File: src/inc/port_detection_sequencer_pkg.sv
// Constants and types shared by the port detection sequencer.
package port_detection_sequencer_pkg;

	// Register bus widths.
	localparam int unsigned ADDR_W = 4;
	localparam int unsigned DATA_W = 8;

	// Register offsets.
	localparam logic [3:0] OFS_CTRL = 4'h0;
	localparam logic [3:0] OFS_CMD = 4'h1;
	localparam logic [3:0] OFS_DET_STATUS = 4'h2;
	localparam logic [3:0] OFS_PORT_STATUS = 4'h3;
	localparam logic [3:0] OFS_CLASS = 4'h4;
	localparam logic [3:0] OFS_TWO_PAIR_LIMIT = 4'h5;
	localparam logic [3:0] OFS_FOUR_PAIR_LIMIT = 4'h6;
	localparam logic [3:0] OFS_HOLD_THRESHOLD = 4'h7;

	// Control register fields.
	localparam int unsigned CTRL_MODE_LSB = 0;
	localparam int unsigned CTRL_DET_EN = 2;
	localparam int unsigned CTRL_CLS_EN = 3;
	localparam int unsigned CTRL_FOUR_PAIR = 4;
	localparam int unsigned CTRL_LEGACY = 5;
	localparam int unsigned CTRL_DISC_EN = 6;
	localparam int unsigned CTRL_RESET_ALL = 7;

	// Command register bits, each a one-shot on write.
	localparam int unsigned CMD_DETECT = 0;
	localparam int unsigned CMD_PWR_ON = 1;
	localparam int unsigned CMD_PWR_OFF = 2;
	localparam int unsigned CMD_CLR_FAULT = 3;

	// Control reset values chosen by the power-mode strap.
	localparam logic [7:0] CTRL_RST_AUTO = 8'h5F;
	localparam logic [7:0] CTRL_RST_OFF = 8'h40;

	// Port operating modes.
	typedef enum logic [1:0] {
		MODE_SHUTDOWN = 2'h0,
		MODE_MANUAL = 2'h1,
		MODE_SEMI = 2'h2,
		MODE_AUTO = 2'h3
	} port_mode_t;

	// Per-channel detection results.
	typedef enum logic [3:0] {
		DET_UNKNOWN = 4'h0,
		DET_SHORT = 4'h1,
		DET_CAP_HIGH = 4'h2,
		DET_R_LOW = 4'h3,
		DET_VALID = 4'h4,
		DET_R_HIGH = 4'h5,
		DET_OPEN = 4'h6,
		DET_OTHER_SRC = 4'h7,
		DET_SW_FAULT = 4'h8
	} det_result_t;

	// Connection check results.
	typedef enum logic [1:0] {
		CONN_UNKNOWN = 2'h0,
		CONN_SINGLE = 2'h1,
		CONN_DUAL = 2'h2,
		CONN_INVALID = 2'h3
	} conn_result_t;

	// Measurement steps asked of the analog front end.
	typedef enum logic [2:0] {
		STEP_I_LO = 3'h0,
		STEP_I_HI = 3'h1,
		STEP_V_LO = 3'h2,
		STEP_V_HI = 3'h3,
		STEP_CC_BASE = 3'h4,
		STEP_CC_AGGR = 3'h5
	} meas_step_t;

	// Measurement request and answer.
	typedef struct packed {
		meas_step_t step;
		logic chan;
	} meas_cmd_t;
	typedef struct packed {
		logic [11:0] value;
		logic cap_high;
		logic other_src;
		logic sw_fault;
	} meas_rsp_t;

	// Limits loaded in auto mode.
	typedef struct packed {
		logic [7:0] two_pair;
		logic [7:0] four_pair;
		logic [7:0] hold;
	} limits_t;

	// Reading thresholds: volts in 10 mV counts, currents in 1 uA counts.
	localparam logic [11:0] V_SHORT_CNT = 12'h064;
	localparam logic [11:0] V_MAX_CNT = 12'h3E8;
	localparam logic [11:0] DV_17K_CNT = 12'h0AA;
	localparam logic [11:0] DV_29K_CNT = 12'h122;
	localparam logic [11:0] DV_50K_CNT = 12'h1F4;
	localparam logic [11:0] DI_17K_CNT = 12'h0EB;
	localparam logic [11:0] DI_29K_CNT = 12'h089;
	localparam logic [11:0] CC_DUAL_MAX = 12'h014;
	localparam logic [11:0] CC_CHANGE_MIN = 12'h0C8;

	// Class code for class 4+ limited to legacy operation.
	localparam logic [3:0] CLASS_4P_TYPE1 = 4'h9;

	// Power limits in 0.5 W steps and hold currents in 0.5 mA steps.
	localparam logic [7:0] LIM_4W = 8'h08;
	localparam logic [7:0] LIM_7W = 8'h0E;
	localparam logic [7:0] LIM_15W5 = 8'h1F;
	localparam logic [7:0] LIM_30W = 8'h3C;
	localparam logic [7:0] LIM_32W = 8'h40;
	localparam logic [7:0] LIM_39W5 = 8'h4F;
	localparam logic [7:0] LIM_45W = 8'h5A;
	localparam logic [7:0] LIM_45W5 = 8'h5B;
	localparam logic [7:0] LIM_54W = 8'h6C;
	localparam logic [7:0] LIM_60W = 8'h78;
	localparam logic [7:0] LIM_75W = 8'h96;
	localparam logic [7:0] LIM_90W = 8'hB4;
	localparam logic [7:0] HOLD_7MA0 = 8'h0E;
	localparam logic [7:0] HOLD_3MA5 = 8'h07;

	// Pause between repeated detection cycles.
	localparam int unsigned REDETECT_WAIT_MS = 100;
	localparam int unsigned CLK_FREQ_HZ = 200_000_000;
	localparam int unsigned REDETECT_WAIT_CYC = REDETECT_WAIT_MS * (CLK_FREQ_HZ / 1000);

endpackage

File: src/design/port_detection_sequencer.sv
// Detection, connection check and power sequencer for one two-channel port.
`timescale 1ns/1ps

// Summary of operation
// - Reset events reload configuration from power-mode strap.
// - Strap changes ignored until the next reset.
// - Spare mode strap has no effect.
// - Auto mode repeats detection, powers, removes power.
// - Class 0-4 limits per class, 7.0mA hold.
// - Classes 5-8 two/four-pair limits, 3.5mA hold.
// - Dual-signature limits per class, four-pair 90W.
// - Class 0-4 pair count follows the setting.
// - Connection check: two readings, aggressor on second.
// - Load change during check gives invalid.
// - Connection check only four-pair, not legacy mode.
// - Forced current first, forced voltage only if valid.
// - Resistance 17k to 29k reports valid.
// - Below 1V on forced current aborts as short.
// - Detection status encodings; non-valid invalidates check.
// - Each channel detected and reported separately.
// - Manual mode runs one detection per command.
// - Semi-auto polls, never powers without command.
// - Semi-auto classifies, waits 100ms, detects again.
// - Power-on needs valid detection, else start fault.
// - Auto powers after valid detection and classification.
// - Shutdown or detect-enable cleared stops detection.
// - Mode codes: auto 11, semi 10, manual 01.
// - Faults and enabled disconnects remove power.
module port_detection_sequencer
	import port_detection_sequencer_pkg::*;
#(
	parameter int unsigned REDETECT_WAIT_CYCLES = REDETECT_WAIT_CYC
) (
	input wire logic i_clk,
	input wire logic i_rst_n,
	input wire logic i_power_mode_strap,
	input wire logic i_spare_mode_strap,
	input wire logic [ADDR_W-1:0] i_addr,
	input wire logic [DATA_W-1:0] i_wr_data,
	input wire logic i_wr,
	input wire logic i_rd,
	output logic [DATA_W-1:0] o_rd_data,
	output logic o_meas_req,
	output meas_cmd_t o_meas_cmd,
	input wire logic i_meas_done,
	input wire meas_rsp_t i_meas_rsp,
	output logic o_class_req,
	input wire logic i_class_done,
	input wire logic [3:0] i_class_result,
	input wire logic [1:0] i_chan_fault,
	input wire logic [1:0] i_disconnect,
	output logic [1:0] o_pwr_en,
	output limits_t o_limits
);

	// Sequencer states, Gray coded along the detection path.
	typedef enum logic [3:0] {
		ST_IDLE = 4'h0,
		ST_CC_BASE = 4'h1,
		ST_CC_AGGR = 4'h3,
		ST_I_LO = 4'h2,
		ST_I_HI = 4'h6,
		ST_V_LO = 4'h7,
		ST_V_HI = 4'h5,
		ST_CLASS = 4'h4,
		ST_WAIT = 4'hC
	} seq_state_t;

	seq_state_t state_q, state_d; // Sequencer state.
	logic chan_q, chan_d; // Channel under detection.
	logic [11:0] first_q; // First reading of a differenced pair.
	logic [31:0] wait_q; // Redetection pause counter.
	logic strap_pend_q; // Configuration reload pending.
	logic [7:0] ctrl_q; // Control register.
	logic manual_pend_q; // Host detect command not yet served.
	det_result_t det_q [2]; // Per-channel detection status.
	conn_result_t conn_q; // Connection check status.
	logic cc_ran_q; // This cycle ran a connection check.
	logic [3:0] class_q; // Assigned class.
	logic class_ok_q; // Class result belongs to the current load.
	logic [1:0] pwr_q; // Channel power enables.
	logic start_fault_q; // Power-on refused fault, sticky.
	limits_t lim_q; // Active power limits and hold threshold.
	logic [DATA_W-1:0] rd_q; // Read data register.

	// Combinational helpers.
	port_mode_t mode;
	logic det_allowed, cc_needed, start, chan_fin, class_fin;
	det_result_t det_res;
	logic cc_done;
	conn_result_t cc_res;
	logic wr_cmd, pwr_on_cmd, pwr_off_cmd, clr_fault_cmd, detect_cmd;
	logic [1:0] pwr_mask, kill;
	logic port_ok;

	// Flags from the front end that end a step with a fixed verdict.
	function automatic det_result_t flag_result(input meas_rsp_t r);
		if (r.sw_fault) begin
			return DET_SW_FAULT;
		end else if (r.other_src) begin
			return DET_OTHER_SRC;
		end else if (r.cap_high || r.value > V_MAX_CNT) begin
			return DET_CAP_HIGH;
		end
		return DET_VALID;
	endfunction

	// Forced-current verdict from the voltage difference.
	function automatic det_result_t eval_current(input logic [11:0] v1, input meas_rsp_t r);
		logic [11:0] dv;
		dv = r.value - v1;
		if (flag_result(r) != DET_VALID) begin
			return flag_result(r);
		end else if (r.value <= v1 || dv < DV_17K_CNT) begin
			return DET_R_LOW;
		end else if (dv > DV_50K_CNT) begin
			return DET_OPEN;
		end else if (dv > DV_29K_CNT) begin
			return DET_R_HIGH;
		end
		return DET_VALID;
	endfunction

	// Forced-voltage verdict from the current difference.
	function automatic det_result_t eval_voltage(input logic [11:0] i1, input meas_rsp_t r);
		logic [11:0] di;
		di = r.value - i1;
		if (flag_result(r) != DET_VALID) begin
			return flag_result(r);
		end else if (r.value <= i1) begin
			return DET_OPEN;
		end else if (di > DI_17K_CNT) begin
			return DET_R_LOW;
		end else if (di < DI_29K_CNT) begin
			return DET_R_HIGH;
		end
		return DET_VALID;
	endfunction

	// Limits for an assigned class and load type.
	function automatic limits_t class_limits(input logic [3:0] cls, input logic dual);
		limits_t l;
		l = '{two_pair: LIM_15W5, four_pair: LIM_15W5, hold: HOLD_7MA0};
		if (dual) begin
			l.four_pair = LIM_90W;
			l.hold = HOLD_3MA5;
			case (cls)
				4'h1: l.two_pair = LIM_4W;
				4'h2: l.two_pair = LIM_7W;
				4'h3: l.two_pair = LIM_15W5;
				4'h4: l.two_pair = LIM_30W;
				default: l.two_pair = LIM_45W;
			endcase
		end else begin
			case (cls)
				4'h1: l = '{two_pair: LIM_4W, four_pair: LIM_4W, hold: HOLD_7MA0};
				4'h2: l = '{two_pair: LIM_7W, four_pair: LIM_7W, hold: HOLD_7MA0};
				4'h4: l = '{two_pair: LIM_30W, four_pair: LIM_30W, hold: HOLD_7MA0};
				4'h5: l = '{two_pair: LIM_32W, four_pair: LIM_45W, hold: HOLD_3MA5};
				4'h6: l = '{two_pair: LIM_39W5, four_pair: LIM_60W, hold: HOLD_3MA5};
				4'h7: l = '{two_pair: LIM_45W5, four_pair: LIM_75W, hold: HOLD_3MA5};
				4'h8: l = '{two_pair: LIM_54W, four_pair: LIM_90W, hold: HOLD_3MA5};
				default: l = '{two_pair: LIM_15W5, four_pair: LIM_15W5, hold: HOLD_7MA0};
			endcase
		end
		return l;
	endfunction

	// Decoded configuration and host commands.
	always_comb begin
		mode = port_mode_t'(ctrl_q[CTRL_MODE_LSB +: 2]);
		det_allowed = mode != MODE_SHUTDOWN && ctrl_q[CTRL_DET_EN];
		cc_needed = ctrl_q[CTRL_FOUR_PAIR] && !ctrl_q[CTRL_LEGACY];
		wr_cmd = i_wr && i_addr == OFS_CMD;
		detect_cmd = wr_cmd && i_wr_data[CMD_DETECT];
		pwr_on_cmd = wr_cmd && i_wr_data[CMD_PWR_ON];
		pwr_off_cmd = wr_cmd && i_wr_data[CMD_PWR_OFF];
		clr_fault_cmd = wr_cmd && i_wr_data[CMD_CLR_FAULT];
		// Manual runs on command; semi-auto and auto poll while unpowered.
		start = det_allowed && (mode == MODE_MANUAL ? manual_pend_q : pwr_q == 2'h0);
	end

	// Channels to power and whether their detections allow it.
	always_comb begin
		if (conn_q == CONN_DUAL || (cc_ran_q && class_q > 4'h4 && class_q != CLASS_4P_TYPE1)) begin
			pwr_mask = 2'h3;
		end else if (cc_ran_q && ctrl_q[CTRL_FOUR_PAIR]) begin
			pwr_mask = 2'h3;
		end else begin
			pwr_mask = 2'h1;
		end
		port_ok = det_q[0] == DET_VALID && (!pwr_mask[1] || det_q[1] == DET_VALID);
		kill = i_chan_fault | (i_disconnect & {2{ctrl_q[CTRL_DISC_EN]}});
	end

	// Next-state logic of the detection sequence.
	always_comb begin
		state_d = state_q;
		chan_d = chan_q;
		chan_fin = 1'b0;
		class_fin = 1'b0;
		det_res = DET_UNKNOWN;
		cc_done = 1'b0;
		cc_res = CONN_UNKNOWN;
		case (state_q)
			ST_IDLE: if (start) begin
				chan_d = 1'b0;
				state_d = cc_needed ? ST_CC_BASE : ST_I_LO;
			end
			ST_CC_BASE: if (i_meas_done) begin
				state_d = ST_CC_AGGR;
			end
			ST_CC_AGGR: if (i_meas_done) begin
				cc_done = 1'b1;
				state_d = ST_I_LO;
				if (i_meas_rsp.value > first_q + CC_CHANGE_MIN ||
					first_q > i_meas_rsp.value + CC_CHANGE_MIN) begin
					cc_res = CONN_INVALID;
				end else if (i_meas_rsp.value > first_q + CC_DUAL_MAX ||
					first_q > i_meas_rsp.value + CC_DUAL_MAX) begin
					cc_res = CONN_SINGLE;
				end else begin
					cc_res = CONN_DUAL;
				end
			end
			ST_I_LO: if (i_meas_done) begin
				if (i_meas_rsp.value < V_SHORT_CNT) begin
					det_res = DET_SHORT;
					chan_fin = 1'b1;
				end else begin
					state_d = ST_I_HI;
				end
			end
			ST_I_HI: if (i_meas_done) begin
				det_res = i_meas_rsp.value < V_SHORT_CNT ? DET_SHORT : eval_current(first_q, i_meas_rsp);
				if (det_res == DET_VALID) begin
					state_d = ST_V_LO;
				end else begin
					chan_fin = 1'b1;
				end
			end
			ST_V_LO: if (i_meas_done) begin
				state_d = ST_V_HI;
			end
			ST_V_HI: if (i_meas_done) begin
				det_res = eval_voltage(first_q, i_meas_rsp);
				chan_fin = 1'b1;
			end
			ST_CLASS: if (i_class_done) begin
				class_fin = 1'b1;
				state_d = mode == MODE_MANUAL ? ST_IDLE : ST_WAIT;
			end
			ST_WAIT: if (wait_q == 32'h0) begin
				state_d = ST_IDLE;
			end
			default: state_d = ST_IDLE;
		endcase
		// After one channel the other follows; the last picks class, or else the pause (idle in manual mode).
		if (chan_fin) begin
			if (!chan_q) begin
				chan_d = 1'b1;
				state_d = ST_I_LO;
			end else if (ctrl_q[CTRL_CLS_EN] && (det_q[0] == DET_VALID || det_res == DET_VALID)) begin
				state_d = ST_CLASS;
			end else begin
				state_d = mode == MODE_MANUAL ? ST_IDLE : ST_WAIT;
			end
		end
		if (!det_allowed) begin
			state_d = ST_IDLE;
		end
	end

	// Measurement and classification requests follow the state.
	always_comb begin
		o_meas_req = state_q inside {ST_CC_BASE, ST_CC_AGGR, ST_I_LO, ST_I_HI, ST_V_LO, ST_V_HI};
		o_class_req = state_q == ST_CLASS;
		o_meas_cmd.chan = state_q inside {ST_CC_BASE, ST_CC_AGGR} ? 1'b0 : chan_q;
		case (state_q)
			ST_CC_BASE: o_meas_cmd.step = STEP_CC_BASE;
			ST_CC_AGGR: o_meas_cmd.step = STEP_CC_AGGR;
			ST_I_HI: o_meas_cmd.step = STEP_I_HI;
			ST_V_LO: o_meas_cmd.step = STEP_V_LO;
			ST_V_HI: o_meas_cmd.step = STEP_V_HI;
			default: o_meas_cmd.step = STEP_I_LO;
		endcase
	end

	// Reload flag: set by reset or a reset-all write, served next edge.
	always_ff @(posedge i_clk or negedge i_rst_n) begin
		if (!i_rst_n) begin
			strap_pend_q <= 1'b1;
		end else begin
			strap_pend_q <= i_wr && i_addr == OFS_CTRL && i_wr_data[CTRL_RESET_ALL];
		end
	end

	// Control register; the strap is looked at only while reloading.
	always_ff @(posedge i_clk or negedge i_rst_n) begin
		if (!i_rst_n) begin
			ctrl_q <= CTRL_RST_OFF;
		end else if (strap_pend_q) begin
			ctrl_q <= i_power_mode_strap ? CTRL_RST_AUTO : CTRL_RST_OFF;
		end else if (i_wr && i_addr == OFS_CTRL && !i_wr_data[CTRL_RESET_ALL]) begin
			ctrl_q <= {1'b0, i_wr_data[6:0]};
		end
	end

	// Sequencer registers and the first reading of each pair.
	always_ff @(posedge i_clk or negedge i_rst_n) begin
		if (!i_rst_n) begin
			state_q <= ST_IDLE;
			chan_q <= 1'b0;
			first_q <= 12'h000;
			wait_q <= 32'h0;
		end else if (strap_pend_q) begin
			state_q <= ST_IDLE;
			chan_q <= 1'b0;
			wait_q <= 32'h0;
		end else begin
			state_q <= state_d;
			chan_q <= chan_d;
			if (i_meas_done && state_q inside {ST_CC_BASE, ST_I_LO, ST_V_LO}) begin
				first_q <= i_meas_rsp.value;
			end
			// The pause counts from entry into the wait state.
			if (state_d == ST_WAIT && state_q != ST_WAIT) begin
				wait_q <= 32'(REDETECT_WAIT_CYCLES - 1);
			end else if (wait_q != 32'h0) begin
				wait_q <= wait_q - 32'h1;
			end
		end
	end

	// Status fields, updated as each result arrives.
	always_ff @(posedge i_clk or negedge i_rst_n) begin
		if (!i_rst_n) begin
			det_q <= '{DET_UNKNOWN, DET_UNKNOWN};
			conn_q <= CONN_UNKNOWN;
			cc_ran_q <= 1'b0;
			class_q <= 4'h0;
			class_ok_q <= 1'b0;
			manual_pend_q <= 1'b0;
		end else if (strap_pend_q) begin
			det_q <= '{DET_UNKNOWN, DET_UNKNOWN};
			conn_q <= CONN_UNKNOWN;
			cc_ran_q <= 1'b0;
			class_q <= 4'h0;
			class_ok_q <= 1'b0;
			manual_pend_q <= 1'b0;
		end else begin
			// A new command arriving while one starts is kept.
			manual_pend_q <= detect_cmd || (manual_pend_q && !(state_q == ST_IDLE && start));
			if (state_q == ST_IDLE && start) begin
				cc_ran_q <= cc_needed;
				class_ok_q <= 1'b0;
				if (!cc_needed) begin
					conn_q <= CONN_UNKNOWN;
				end
			end
			if (cc_done) begin
				conn_q <= cc_res;
			end
			if (chan_fin) begin
				det_q[chan_q] <= det_res;
				if (det_res != DET_VALID && cc_ran_q) begin
					conn_q <= CONN_INVALID;
				end
			end
			if (class_fin) begin
				class_q <= i_class_result;
				class_ok_q <= 1'b1;
			end
		end
	end

	// Power enables, start fault and the limit set.
	always_ff @(posedge i_clk or negedge i_rst_n) begin
		if (!i_rst_n) begin
			pwr_q <= 2'h0;
			start_fault_q <= 1'b0;
			lim_q <= '{two_pair: LIM_15W5, four_pair: LIM_15W5, hold: HOLD_7MA0};
		end else if (strap_pend_q) begin
			pwr_q <= 2'h0;
			start_fault_q <= 1'b0;
			lim_q <= '{two_pair: LIM_15W5, four_pair: LIM_15W5, hold: HOLD_7MA0};
		end else begin
			if (mode == MODE_SHUTDOWN || pwr_off_cmd) begin
				pwr_q <= 2'h0;
			end else if (kill != 2'h0) begin
				// A single-signature load loses both pairs together.
				pwr_q <= conn_q == CONN_DUAL ? pwr_q & ~kill : 2'h0;
			end else if (pwr_on_cmd && port_ok) begin
				pwr_q <= pwr_mask;
			end else if (mode == MODE_AUTO && class_ok_q && port_ok && pwr_q == 2'h0 &&
				state_q == ST_WAIT) begin
				pwr_q <= pwr_mask;
				lim_q <= class_limits(class_q, conn_q == CONN_DUAL);
			end
			// A refused power-on wins over a clear in the same cycle.
			if (pwr_on_cmd && (!port_ok || mode == MODE_SHUTDOWN)) begin
				start_fault_q <= 1'b1;
			end else if (clr_fault_cmd) begin
				start_fault_q <= 1'b0;
			end
			if (i_wr && i_addr == OFS_TWO_PAIR_LIMIT) begin
				lim_q.two_pair <= i_wr_data;
			end
			if (i_wr && i_addr == OFS_FOUR_PAIR_LIMIT) begin
				lim_q.four_pair <= i_wr_data;
			end
			if (i_wr && i_addr == OFS_HOLD_THRESHOLD) begin
				lim_q.hold <= i_wr_data;
			end
		end
	end

	// Read data stands only in the cycle after the read strobe.
	always_ff @(posedge i_clk or negedge i_rst_n) begin
		if (!i_rst_n) begin
			rd_q <= 8'h00;
		end else if (!i_rd) begin
			rd_q <= 8'h00;
		end else begin
			case (i_addr)
				OFS_CTRL: rd_q <= ctrl_q;
				OFS_DET_STATUS: rd_q <= {det_q[1], det_q[0]};
				OFS_PORT_STATUS: rd_q <= {3'h0, start_fault_q, pwr_q, conn_q};
				OFS_CLASS: rd_q <= {3'h0, class_ok_q, class_q};
				OFS_TWO_PAIR_LIMIT: rd_q <= lim_q.two_pair;
				OFS_FOUR_PAIR_LIMIT: rd_q <= lim_q.four_pair;
				OFS_HOLD_THRESHOLD: rd_q <= lim_q.hold;
				default: rd_q <= 8'h00;
			endcase
		end
	end

	// Registered outputs.
	assign o_rd_data = rd_q;
	assign o_pwr_en = pwr_q;
	assign o_limits = lim_q;

endmodule

File: config.mk
export PLATFORM = sky130hd
export DESIGN_NAME = port_detection_sequencer
export DESIGN_NICKNAME = d
export VERILOG_FILES = /design/src/inc/port_detection_sequencer_pkg.sv /design/src/design/port_detection_sequencer.sv
export SDC_FILE = /design/constraint.sdc
export NUM_CORES = 1
export LEC_CHECK = 0
export BUFFER_PORTS_ARGS = -buffer_cell sky130_fd_sc_hd__buf_2
export CAP_MARGIN = 20
export CORE_AREA = 2 2 125 127
export DETAILED_ROUTE_END_ITERATION = 10
export DIE_AREA = 0 0 127 129
export PLACE_DENSITY = 0.86
export SYNTH_ARGS = -nofsm -noshare
export SYNTH_HDL_FRONTEND = slang
export SYNTH_SLANG_ARGS = --single-unit
File: constraint.sdc
create_clock -name i_clk -period 4.81 [get_ports i_clk]
set_clock_uncertainty 0.15 [all_clocks]
set_input_delay 0.481 -clock i_clk [delete_from_list [all_inputs] [get_ports i_clk]]
set_output_delay 0.481 -clock i_clk [all_outputs]
set_load 0.03 [all_outputs]
==> results of run 1 <==
logic make-up (layout without fill, tap and decap cells):
kind of cell | Yosys count | in the layout | share of synthesized area (%)
buffers and inverters | 79 | 135 | 4.09
xor gates and xnor gates | 66 | 66 | 6.57
DFF | 109 | 109 | 31.2
adders and majority gates | 62 | 62 | 8.90
AOI/OAI and AO/OA | 275 | 275 | 21.4
muxes | 27 | 27 | 3.28
and+or+nand+nor | 424 | 424 | 24.6
stage by stage:
step	setup WS, ns	hold WS, ns	std cells	util (%)	power, W
global placement	0.464	0.347	1269	61.7	0.00417
global route	0.379	0.230	1286	63.8	0.00548
CTS	0.633	0.224	1286	63.8	0.00507
detailed placement	0.395	0.372	1269	61.7	0.00428
floorplan	0.746	0.0354	1042	-	0.00366
finish	0.623	0.221	1286	63.8	0.00510
layout make-up:
| cell class | instances | share of cell area [%] |
|---|---|---|
| Multi-Input combinational cell | 854 | 59.6 |
| Sequential cell | 109 | 28.8 |
| Timing Repair Buffer | 88 | 4.85 |
| Tap cell | 188 | 2.46 |
| Clock buffer | 10 | 2.40 |
| Inverter | 31 | 1.22 |
| Clock inverter | 6 | 0.681 |
metal layers:
layer	routed length [µm]	up-vias
li1	-	3876
met1	9950	3943
met2	10900	380
met3	1790	68
met4	674	0
met5	0	-
critical path, stage by stage, from the launching register on:
cell      delay, ns
dfrtp_1        0.40
ha_1           0.22
fa_1           0.44
nand2b_1       0.24
a211oi_2       0.37
o21bai_2       0.17
xor2_1         0.20
or4_1          0.55
a211o_1        0.31
a32o_1         0.27
nand4b_4       0.22
a31oi_4        0.36
a21boi_0       0.21
sequential cells by signal, indices dropped and copies added, names as in the netlist:
register and count:
chan_q 1, class_ok_q 1, class_q 4, conn_q 2
start_fault_q 1, o_pwr_en 2, det_q 8, state_q 4
first_q 12, ctrl_q 7, o_rd_data 8, o_limits 24
wait_q 32, strap_pend_q 1, manual_pend_q 1, cc_ran_q 1
how the worst min path moves through the flow:
stage / start / slack [ns] / to / cells after the start
2_1_floorplan: i_rst_n / 0.04 / cc_ran_q / 0
3_3_place_gp: first_q[0] / 0.35 / first_q[0] / 2
3_5_place_dp: first_q[0] / 0.37 / first_q[0] / 2
4_1_cts: i_class_result[0] / 0.22 / class_q[0] / 3
5_1_grt: i_class_result[1] / 0.23 / class_q[1] / 3
6_report: i_class_result[0] / 0.22 / class_q[0] / 3
report_power, final:
| group | internal (W) | leakage [nW] | switching, W | total (W) |
|---|---|---|---|---|
| clock | 0.000368 | 0.137 | 0.000396 | 0.000764 |
| combinational | 0.00117 | 3.03 | 0.00156 | 0.00273 |
| sequential | 0.00120 | 1.39 | 0.000406 | 0.00161 |
| total | 0.00274 | 4.56 | 0.00236 | 0.00510 |
synthesized netlist by cell type (4+ instances only):
cell type,count
nor3b_1,7
nand2b_1,15
o211a_1,4
or4_1,6
a32oi_1,5
o21ai_0,48
a221oi_1,4
o21a_1,6
a31oi_1,11
mux2i_1,12
xnor2_1,36
buf_6,4
o22ai_1,6
a311oi_1,4
clkbuf_1,34
inv_1,30
a211oi_1,10
a22o_1,11
and2_1,23
a2111oi_0,4
a21oi_1,76
mux2_2,15
nor4_1,14
nand2_1,105
nor2_1,108
buf_2,5
nor3_1,34
or2_2,8
ha_1,61
dfrtp_1,94
nor2b_1,23
dfstp_2,15
nand3b_1,4
and3_1,12
nand4_1,18
xor2_1,30
a21o_1,36
nand3_1,24
a211o_1,6
o31a_1,4
o21bai_1,4
what timing repair did:
item                                   4_1_cts  5_1_grt
endpoints found under the hold margin       19        0
hold buffers                                 1        0
setup endpoints to repair                    0        0
buffers inserted                             0        0
==> impl_metrics.toml, run 1 <==
[status]
status = "finished clean"

[placed_design]
gp_congestion = 0.974
place.detailed.hpwl_um = 17400
port_buffers = 81
postPlaceCellArea_mm2 = 0.00925

[synthesis]
synth_top_area_cell = "dfrtp_1"
synthCells = 1042
syn_area_mm2 = 0.00880
synth_seq_area_share_pct = 31.2
synthFlopType = "dfrtp_1"
synth-warning-count = 0
avgSynthCellArea_um2 = 8.45
yosysTopAreaCellShare_pct = 26.7
synth_area_leaders = "dfrtp_1 (27%), ha_1 (8.7%), nor2_1 (4.6%)"
synth_cell_types = 90
synth_edf_count = 0
async_flop_share_pct = 100
syn-num-nets = 1147
synth-seq-cells = 109

[finish]
area_delta_synth_final_pct = 8.50
register_area_mm2 = 0.00275
multi_input_area_mm2 = 0.00569
layout_commonest_cell = "nor2_1"
drive_gt1_share_pct = 14.8
nets = 1198
num_antenna_cells = 0
fin_area_mm2 = 0.00955
layout_common_cells = "nor2_1 (108), nand2_1 (105), dfrtp_1 (94)"
num-fill-cells = 1276

[critical_path]
cp_data_required_time_ns = 4.95
r2r-end = "wait_q[14]"
r2r_start = "first_q[0]"
cp_max_fo = 17
criticalPathCategory = "reg2reg"
startpoint = "first_q[0]"
critPathLaunchType = "register"
arrival_ns = 4.33
r2r_slack_ns = 0.62
end_kind = "register"
r2r_cells = 12
critPathCapture = "wait_q[14]"

[global_routing]
grt_pass1_wl_um = 37700
use_met1_pct = 39.0
antenna_found_initial = 0
met3_usage_pct = 4.66
grt_max_degree = 48
grt_pass1_vias = 7639
track_usage_pct = 28.7
grt_util_met2_pct = 47.1
grt-busiest-layer = "met2"
grt-ovfl-total = 0

[timing]
finalCritPeriodShare_pct = 87.0
finalCriticalPeriod_ns = 4.19
setup_violations = 0
hold_viol = 0
worst_pin_slew_ns = 0.933
rsz0062_at_grt = "no"
setup_tns_ns = 0
slew_headroom_pct = 36.9
slew_viol_final = 0
fmax_ghz = 0.239

[clock_tree]
cts_sinks = 109
path_clk_slew_ns = 0.09
cts_resized = 0
h-tree-depth = 3
cts_buffer_depth = 2
cts_tree = "done"
cts_root_buffer = "clkbuf_16"
insertion_delay_ns = 0.37
numCtsBuffers = 9

[floorplanning]
start_util_pct = 58.8
io_pins = 83
dieArea_mm2 = 0.0164
core_mm2 = 0.0150
chipHeight_um = 129
die_width_um = 127
rows = 45

[drt]
first_pass_iters = 6
viasPerCell = 6.43
drt-initial-drc-count = 838
ant_nets = 0
wl_per_cell_um = 18.1
drcViolationCount = 0
vias = 8267
finalWirelength_um = 23300

[worst_hold_path]
hp-class = "in2reg"

[power_and_ir_drop]
power.density_mw_per_mm2 = 534
p_leak_nw = 4.56
peakVddDrop_mv = 0.326

[flow_run]
maxCapViolCount = 0
No activity file was read; power rests on OpenSTA's default activity.
==> run 2, diff against run 1 <==
==> constraint.sdc (replaced) <==
create_clock -name i_clk -period 4.81 [get_ports i_clk]
set_clock_uncertainty 0.15 [all_clocks]
set_input_delay 0 -clock i_clk [delete_from_list [all_inputs] [get_ports i_clk]]
set_output_delay 0 -clock i_clk [all_outputs]
set_load 0.03 [all_outputs]
==> run 2 against run 1 <==
Compared with the run above: die area stayed put; clock-buffer cell count is 1 lower; critical endpoint unchanged; worst setup slack worse by 0.0014 ns.
==> impl_metrics.toml, run 2 (synthesis gave the netlist of run 1 again) <==
[status]
status = "finished clean"

[finish]
fin_cells = 1327
layout_commonest_cell = "nor2_1"
largest_reg_flops = 32
largest_register = "wait_q"
multi_input_area_mm2 = 0.00569
layout_common_cells = "nor2_1 (108), nand2_1 (105), dfrtp_1 (94)"
register_area_mm2 = 0.00275
nets = 1239
area_delta_synth_final_pct = 13.4
num_antenna_cells = 0
num-fill-cells = 1187
drive_gt1_share_pct = 14.2

[global_routing]
track_usage_pct = 29.9
grt_pass1_vias = 7956
grt_pass1_wl_um = 39200
antenna_found_initial = 0
grt-ovfl-total = 0
grt_max_degree = 69

[drt]
wl_met1_um = 9970
viasPerCell = 6.42
wl_met3_um = 2070
ant_nets = 0
wl_met2_um = 11700
wl_per_cell_um = 18.5
vias = 8513
top_layer_used = "met4"
drcViolationCount = 0
drt-initial-drc-count = 895
finalWirelength_um = 24500
first_pass_iters = 7

[critical_path]
r2r_cells = 12
r2r-end = "wait_q[14]"
critPathCapture = "wait_q[14]"
end_kind = "register"
r2r_start = "first_q[7]"
cp_data_required_time_ns = 4.95
critPathLaunchType = "register"
arrival_ns = 4.33
criticalPathCategory = "reg2reg"
cp_max_fo = 17
r2r_slack_ns = 0.62
startpoint = "first_q[7]"

[timing]
slew_viol_final = 0
hold-worst-slack_ns = 0.0788
hold_viol = 0
finalCritPeriodShare_pct = 87.1
setup_violations = 0
setup_tns_ns = 0
worst_pin_slew_ns = 0.958
slew_headroom_pct = 35.7
fmax_ghz = 0.239
finalCriticalPeriod_ns = 4.19
rsz0062_at_grt = "no"

[clock_tree]
cts_resized = 0
cts_root_buffer = "clkbuf_16"
path_clk_slew_ns = 0.09
cts_tree = "done"
insertion_delay_ns = 0.37
cts_sinks = 109
numCtsBuffers = 9
cts_buffer_depth = 2
h-tree-depth = 3

[floorplanning]
core_mm2 = 0.0150
io_pins = 83
die_width_um = 127
rows = 45
start_util_pct = 58.8
chipHeight_um = 129
dieArea_mm2 = 0.0164

[worst_hold_path]
hp-class = "in2reg"

[placed_design]
place.detailed.hpwl_um = 17200
place_inst = 1268
gp_congestion = 0.951
port_buffers = 81

[power_and_ir_drop]
p_leak_nw = 4.72
power.density_mw_per_mm2 = 516
peakVddDrop_mv = 0.309

[flow_run]
maxCapViolCount = 0
## run 2: changes by cell type in the layout (fill, tap and decap cells not counted)
cell | previous run | this run
dlygate4sd3_1 | 1 | 43
clkinvlp_4 | 2 | 1
clkbuf_1 | 1 | 0
clkinv_8 | 1 | 4
inv_8 | 3 | 0
buf_4 | 7 | 6
inv_6 | 0 | 2
## run 2: per-layer routing
layer  vias up  global-route usage (%)
met5         -                       0
met4         0                    10.9
met3        81                    5.70
met2       426                    49.8
met1      4052                    39.0
li1       3954                       -
## run 2: critical path, stage by stage, from the launching register on
cell and delay (ns):
dfrtp_1 0.52, inv_1 0.14, ha_1 0.40, and3_1 0.22, a221o_1 0.34, a21o_1 0.19, or3_4 0.38, a211oi_4 0.42
o211ai_4 0.14, o211a_1 0.36, a21o_1 0.25, a31oi_4 0.38, a21boi_0 0.21
## run 2: layout make-up
cell class / instances / area share (%)
Clock buffer: 9 / 2.26
Clock inverter: 7 / 0.902
Inverter: 31 / 1.17
Multi-Input combinational cell: 854 / 57.0
Sequential cell: 109 / 27.5
Tap cell: 188 / 2.36
Timing Repair Buffer: 129 / 8.77
## run 2: report_power, final
part / total (W) / switching, W / internal (W)
clock network: 0.000790 / 0.000416 / 0.000374
registers: 0.00161 / 0.000410 / 0.00120
logic: 0.00275 / 0.00156 / 0.00119
total: 0.00515 / 0.00239 / 0.00276
## run 2: per-stage QoR
| stage | setup WS (ns) | total power [W] | util, % | instance area (µm²) |
|---|---|---|---|---|
| 2_1_floorplan | 0.892 | 0.00366 | - | 8800 |
| 3_3_place_gp | 0.752 | 0.00418 | 61.7 | 9240 |
| 3_5_place_dp | 0.653 | 0.00427 | 61.7 | 9240 |
| 4_1_cts | 0.633 | 0.00510 | 66.7 | 9980 |
| 5_1_grt | 0.384 | 0.00553 | 66.7 | 9980 |
| 6_report | 0.622 | 0.00515 | 66.7 | 9980 |
## run 2: worst min-delay path by stage
stage	from	endpoint	slack, ns	depth (start not counted)
detailed placement	i_rst_n	first_q[1]	0.02	1
finish	i_rd	o_rd_data[7]	0.08	4
global route	i_disconnect[1]	o_pwr_en[1]	0.10	5
global placement	i_rst_n	first_q[1]	0.01	1
floorplan	i_rst_n	cc_ran_q	-0.45	0
CTS	i_disconnect[1]	o_pwr_en[1]	0.04	5
## run 2: repair_timing
action                                 in CTS  in global routing
setup endpoints to repair                   0                  0
setup buffers                               0                  0
endpoints found under the hold margin     121                  0
hold buffers                               43                  0
==> run 3, diff against run 2 <==
--- a/config.mk
+++ b/config.mk
@@ -8,6 +8,7 @@
 export BUFFER_PORTS_ARGS = -buffer_cell sky130_fd_sc_hd__buf_2
 export CAP_MARGIN = 20
 export CORE_AREA = 2 2 125 127
+export CTS_BUF_LIST = sky130_fd_sc_hd__clkbuf_4
 export DETAILED_ROUTE_END_ITERATION = 10
 export DIE_AREA = 0 0 127 129
 export PLACE_DENSITY = 0.86
==> run 3 against run 2 <==
Compared with the run above: via count up 1.4%; critical path depth unchanged; critical path type unchanged; non-clock buffer count up 20; clock power fell by 35%; largest power group unchanged.
==> impl_metrics.toml, run 3 (synthesis gave the netlist of run 1 again) <==
[finish]
register_area_mm2 = 0.00275
nets = 1259
multi_input_area_mm2 = 0.00569
drive_gt1_share_pct = 14.1
layout_common_cells = "nor2_1 (108), nand2_1 (105), dfrtp_1 (94)"
largest_register = "wait_q"
num-fill-cells = 1182
fin_area_mm2 = 0.0100
layout_commonest_cell = "nor2_1"
largest_reg_flops = 32
area_delta_synth_final_pct = 14.1

[drt]
vias = 8634
viasPerCell = 6.41
wl_per_cell_um = 18.4
ant_nets = 0
drt-initial-drc-count = 815
drcViolationCount = 0
finalWirelength_um = 24900
first_pass_iters = 9

[global_routing]
grt_pass1_vias = 8216
grt_pass1_wl_um = 39900
track_usage_pct = 30.5
grt_max_degree = 44
grt-ovfl-total = 0
antenna_found_initial = 1

[floorplanning]
rows = 45
dieArea_mm2 = 0.0164
chipHeight_um = 129
core_mm2 = 0.0150
die_width_um = 127
start_util_pct = 58.8
io_pins = 83

[timing]
setup_violations = 0
rsz0062_at_grt = "no"
finalCriticalPeriod_ns = 4.22
setup_tns_ns = 0
slew_viol_final = 0
slew_headroom_pct = 33.1
finalCritPeriodShare_pct = 87.7
worst_pin_slew_ns = 0.989
hold_viol = 0
fmax_ghz = 0.237

[critical_path]
critPathLaunchType = "register"
critPathCapture = "wait_q[14]"
r2r-end = "wait_q[14]"
crit_chain = "inv_1 > ha_1 > a21o_1 > a221o_1 > a21o_1 > or3_4 > a211oi_4 > o211ai_4 > o211a_1 > a21o_1 > a31oi_4 > a21boi_0"
criticalPathCategory = "reg2reg"
cp.depth = 12
r2r_cells = 12
max_stage_delay_ns = 0.56
critPathTopFamily = "compound AO/OA/AOI/OAI gates"
slowest_stage = "dfrtp_1"
cp_data_required_time_ns = 5.13
r2r_start = "first_q[8]"
r2r_slack_ns = 0.59
end_kind = "register"
cpMostUsedCell = "a21o_1"
arrival_ns = 4.53
startpoint = "first_q[8]"
cp_max_fo = 17
crit_buf_inv = 1

[placed_design]
postPlaceCellArea_mm2 = 0.00924
gp_congestion = 0.951
place.detailed.hpwl_um = 17200
port_buffers = 81

[clock_tree]
holdBufCountCts = 63
cts_buffer_depth = 2
cts_root_buffer = "clkbuf_4"
numCtsBuffers = 9
h-tree-depth = 3
insertion_delay_ns = 0.54
cts_resized = 0
cts_sinks = 109
path_clk_slew_ns = 0.20
cts_setup_buffers = 0
cts_tree = "done"

[status]
status = "finished clean"

[power_and_ir_drop]
peakVddDrop_mv = 0.384
power_w = 0.00491
p_leak_nw = 4.75
power.density_mw_per_mm2 = 488

[worst_hold_path]
hp-class = "in2reg"

[flow_run]
maxCapViolCount = 0
run 3: cell types whose count changed in the layout (fill, tap and decap cells not counted):
cell	previous run	this run
dlygate4sd3_1	43	62
clkbuf_16	9	0
clkbuf_4	0	9
buf_16	0	1
diode_2	0	1
run 3: routing by layer:
layer,GRT usage (%),share of wire [%],up-vias,wire [µm]
met3,8.07,8.5,106,2130
li1,-,-,3999,-
met4,13.1,4.1,0,1020
met5,0,0,-,0
met2,49.7,47,441,11700
met1,38.5,40,4088,10000
run 3: final cells by class:
cell class                      count  share of cell area [%]
Tap cell                          188                    2.34
Sequential cell                   109                    27.3
Clock inverter                      7                   0.897
Timing Repair Buffer              149                    10.9
Clock buffer                        9                   0.673
Antenna cell                        1                  0.0249
Multi-Input combinational cell    854                    56.7
Inverter                           31                    1.16
run 3: metrics by stage:
step	worst slack, ns	util (%)	hold slack [ns]	std cells
after global routing	0.361	67.1	0.102	1348
after global placement	0.752	61.7	0.0130	1268
after detailed placement	0.653	61.7	0.0187	1268
final	0.592	67.1	0.0719	1348
after floorplan	0.892	-	-0.446	1042
after CTS	0.602	67.1	0.0414	1347
run 3: worst min path at each step:
stage / start / end / slack, ns / cells after the start
after floorplan: i_rst_n / cc_ran_q / -0.45 / 0
after global placement: i_rst_n / first_q[1] / 0.01 / 1
after detailed placement: i_rst_n / first_q[1] / 0.02 / 1
after CTS: i_meas_rsp[1] / state_q[0] / 0.04 / 6
after global routing: i_meas_rsp[1] / state_q[0] / 0.10 / 6
final: i_meas_rsp[1] / state_q[0] / 0.07 / 6
run 3: where the power goes:
part	leakage [nW]	total, W	internal [W]	switching, W
sequential	1.39	0.00161	0.00120	0.000410
combinational	3.28	0.00279	0.00123	0.00156
clock	0.0782	0.000511	0.000127	0.000385
run 3: worst reg2reg max path, cell delays in order (launching register included):
cell and delay [ns]:
dfrtp_1 0.56, inv_1 0.16, ha_1 0.40, a21o_1 0.23
a221o_1 0.31, a21o_1 0.20, or3_4 0.38, a211oi_4 0.42
o211ai_4 0.15, o211a_1 0.37, a21o_1 0.25, a31oi_4 0.39
a21boi_0 0.22
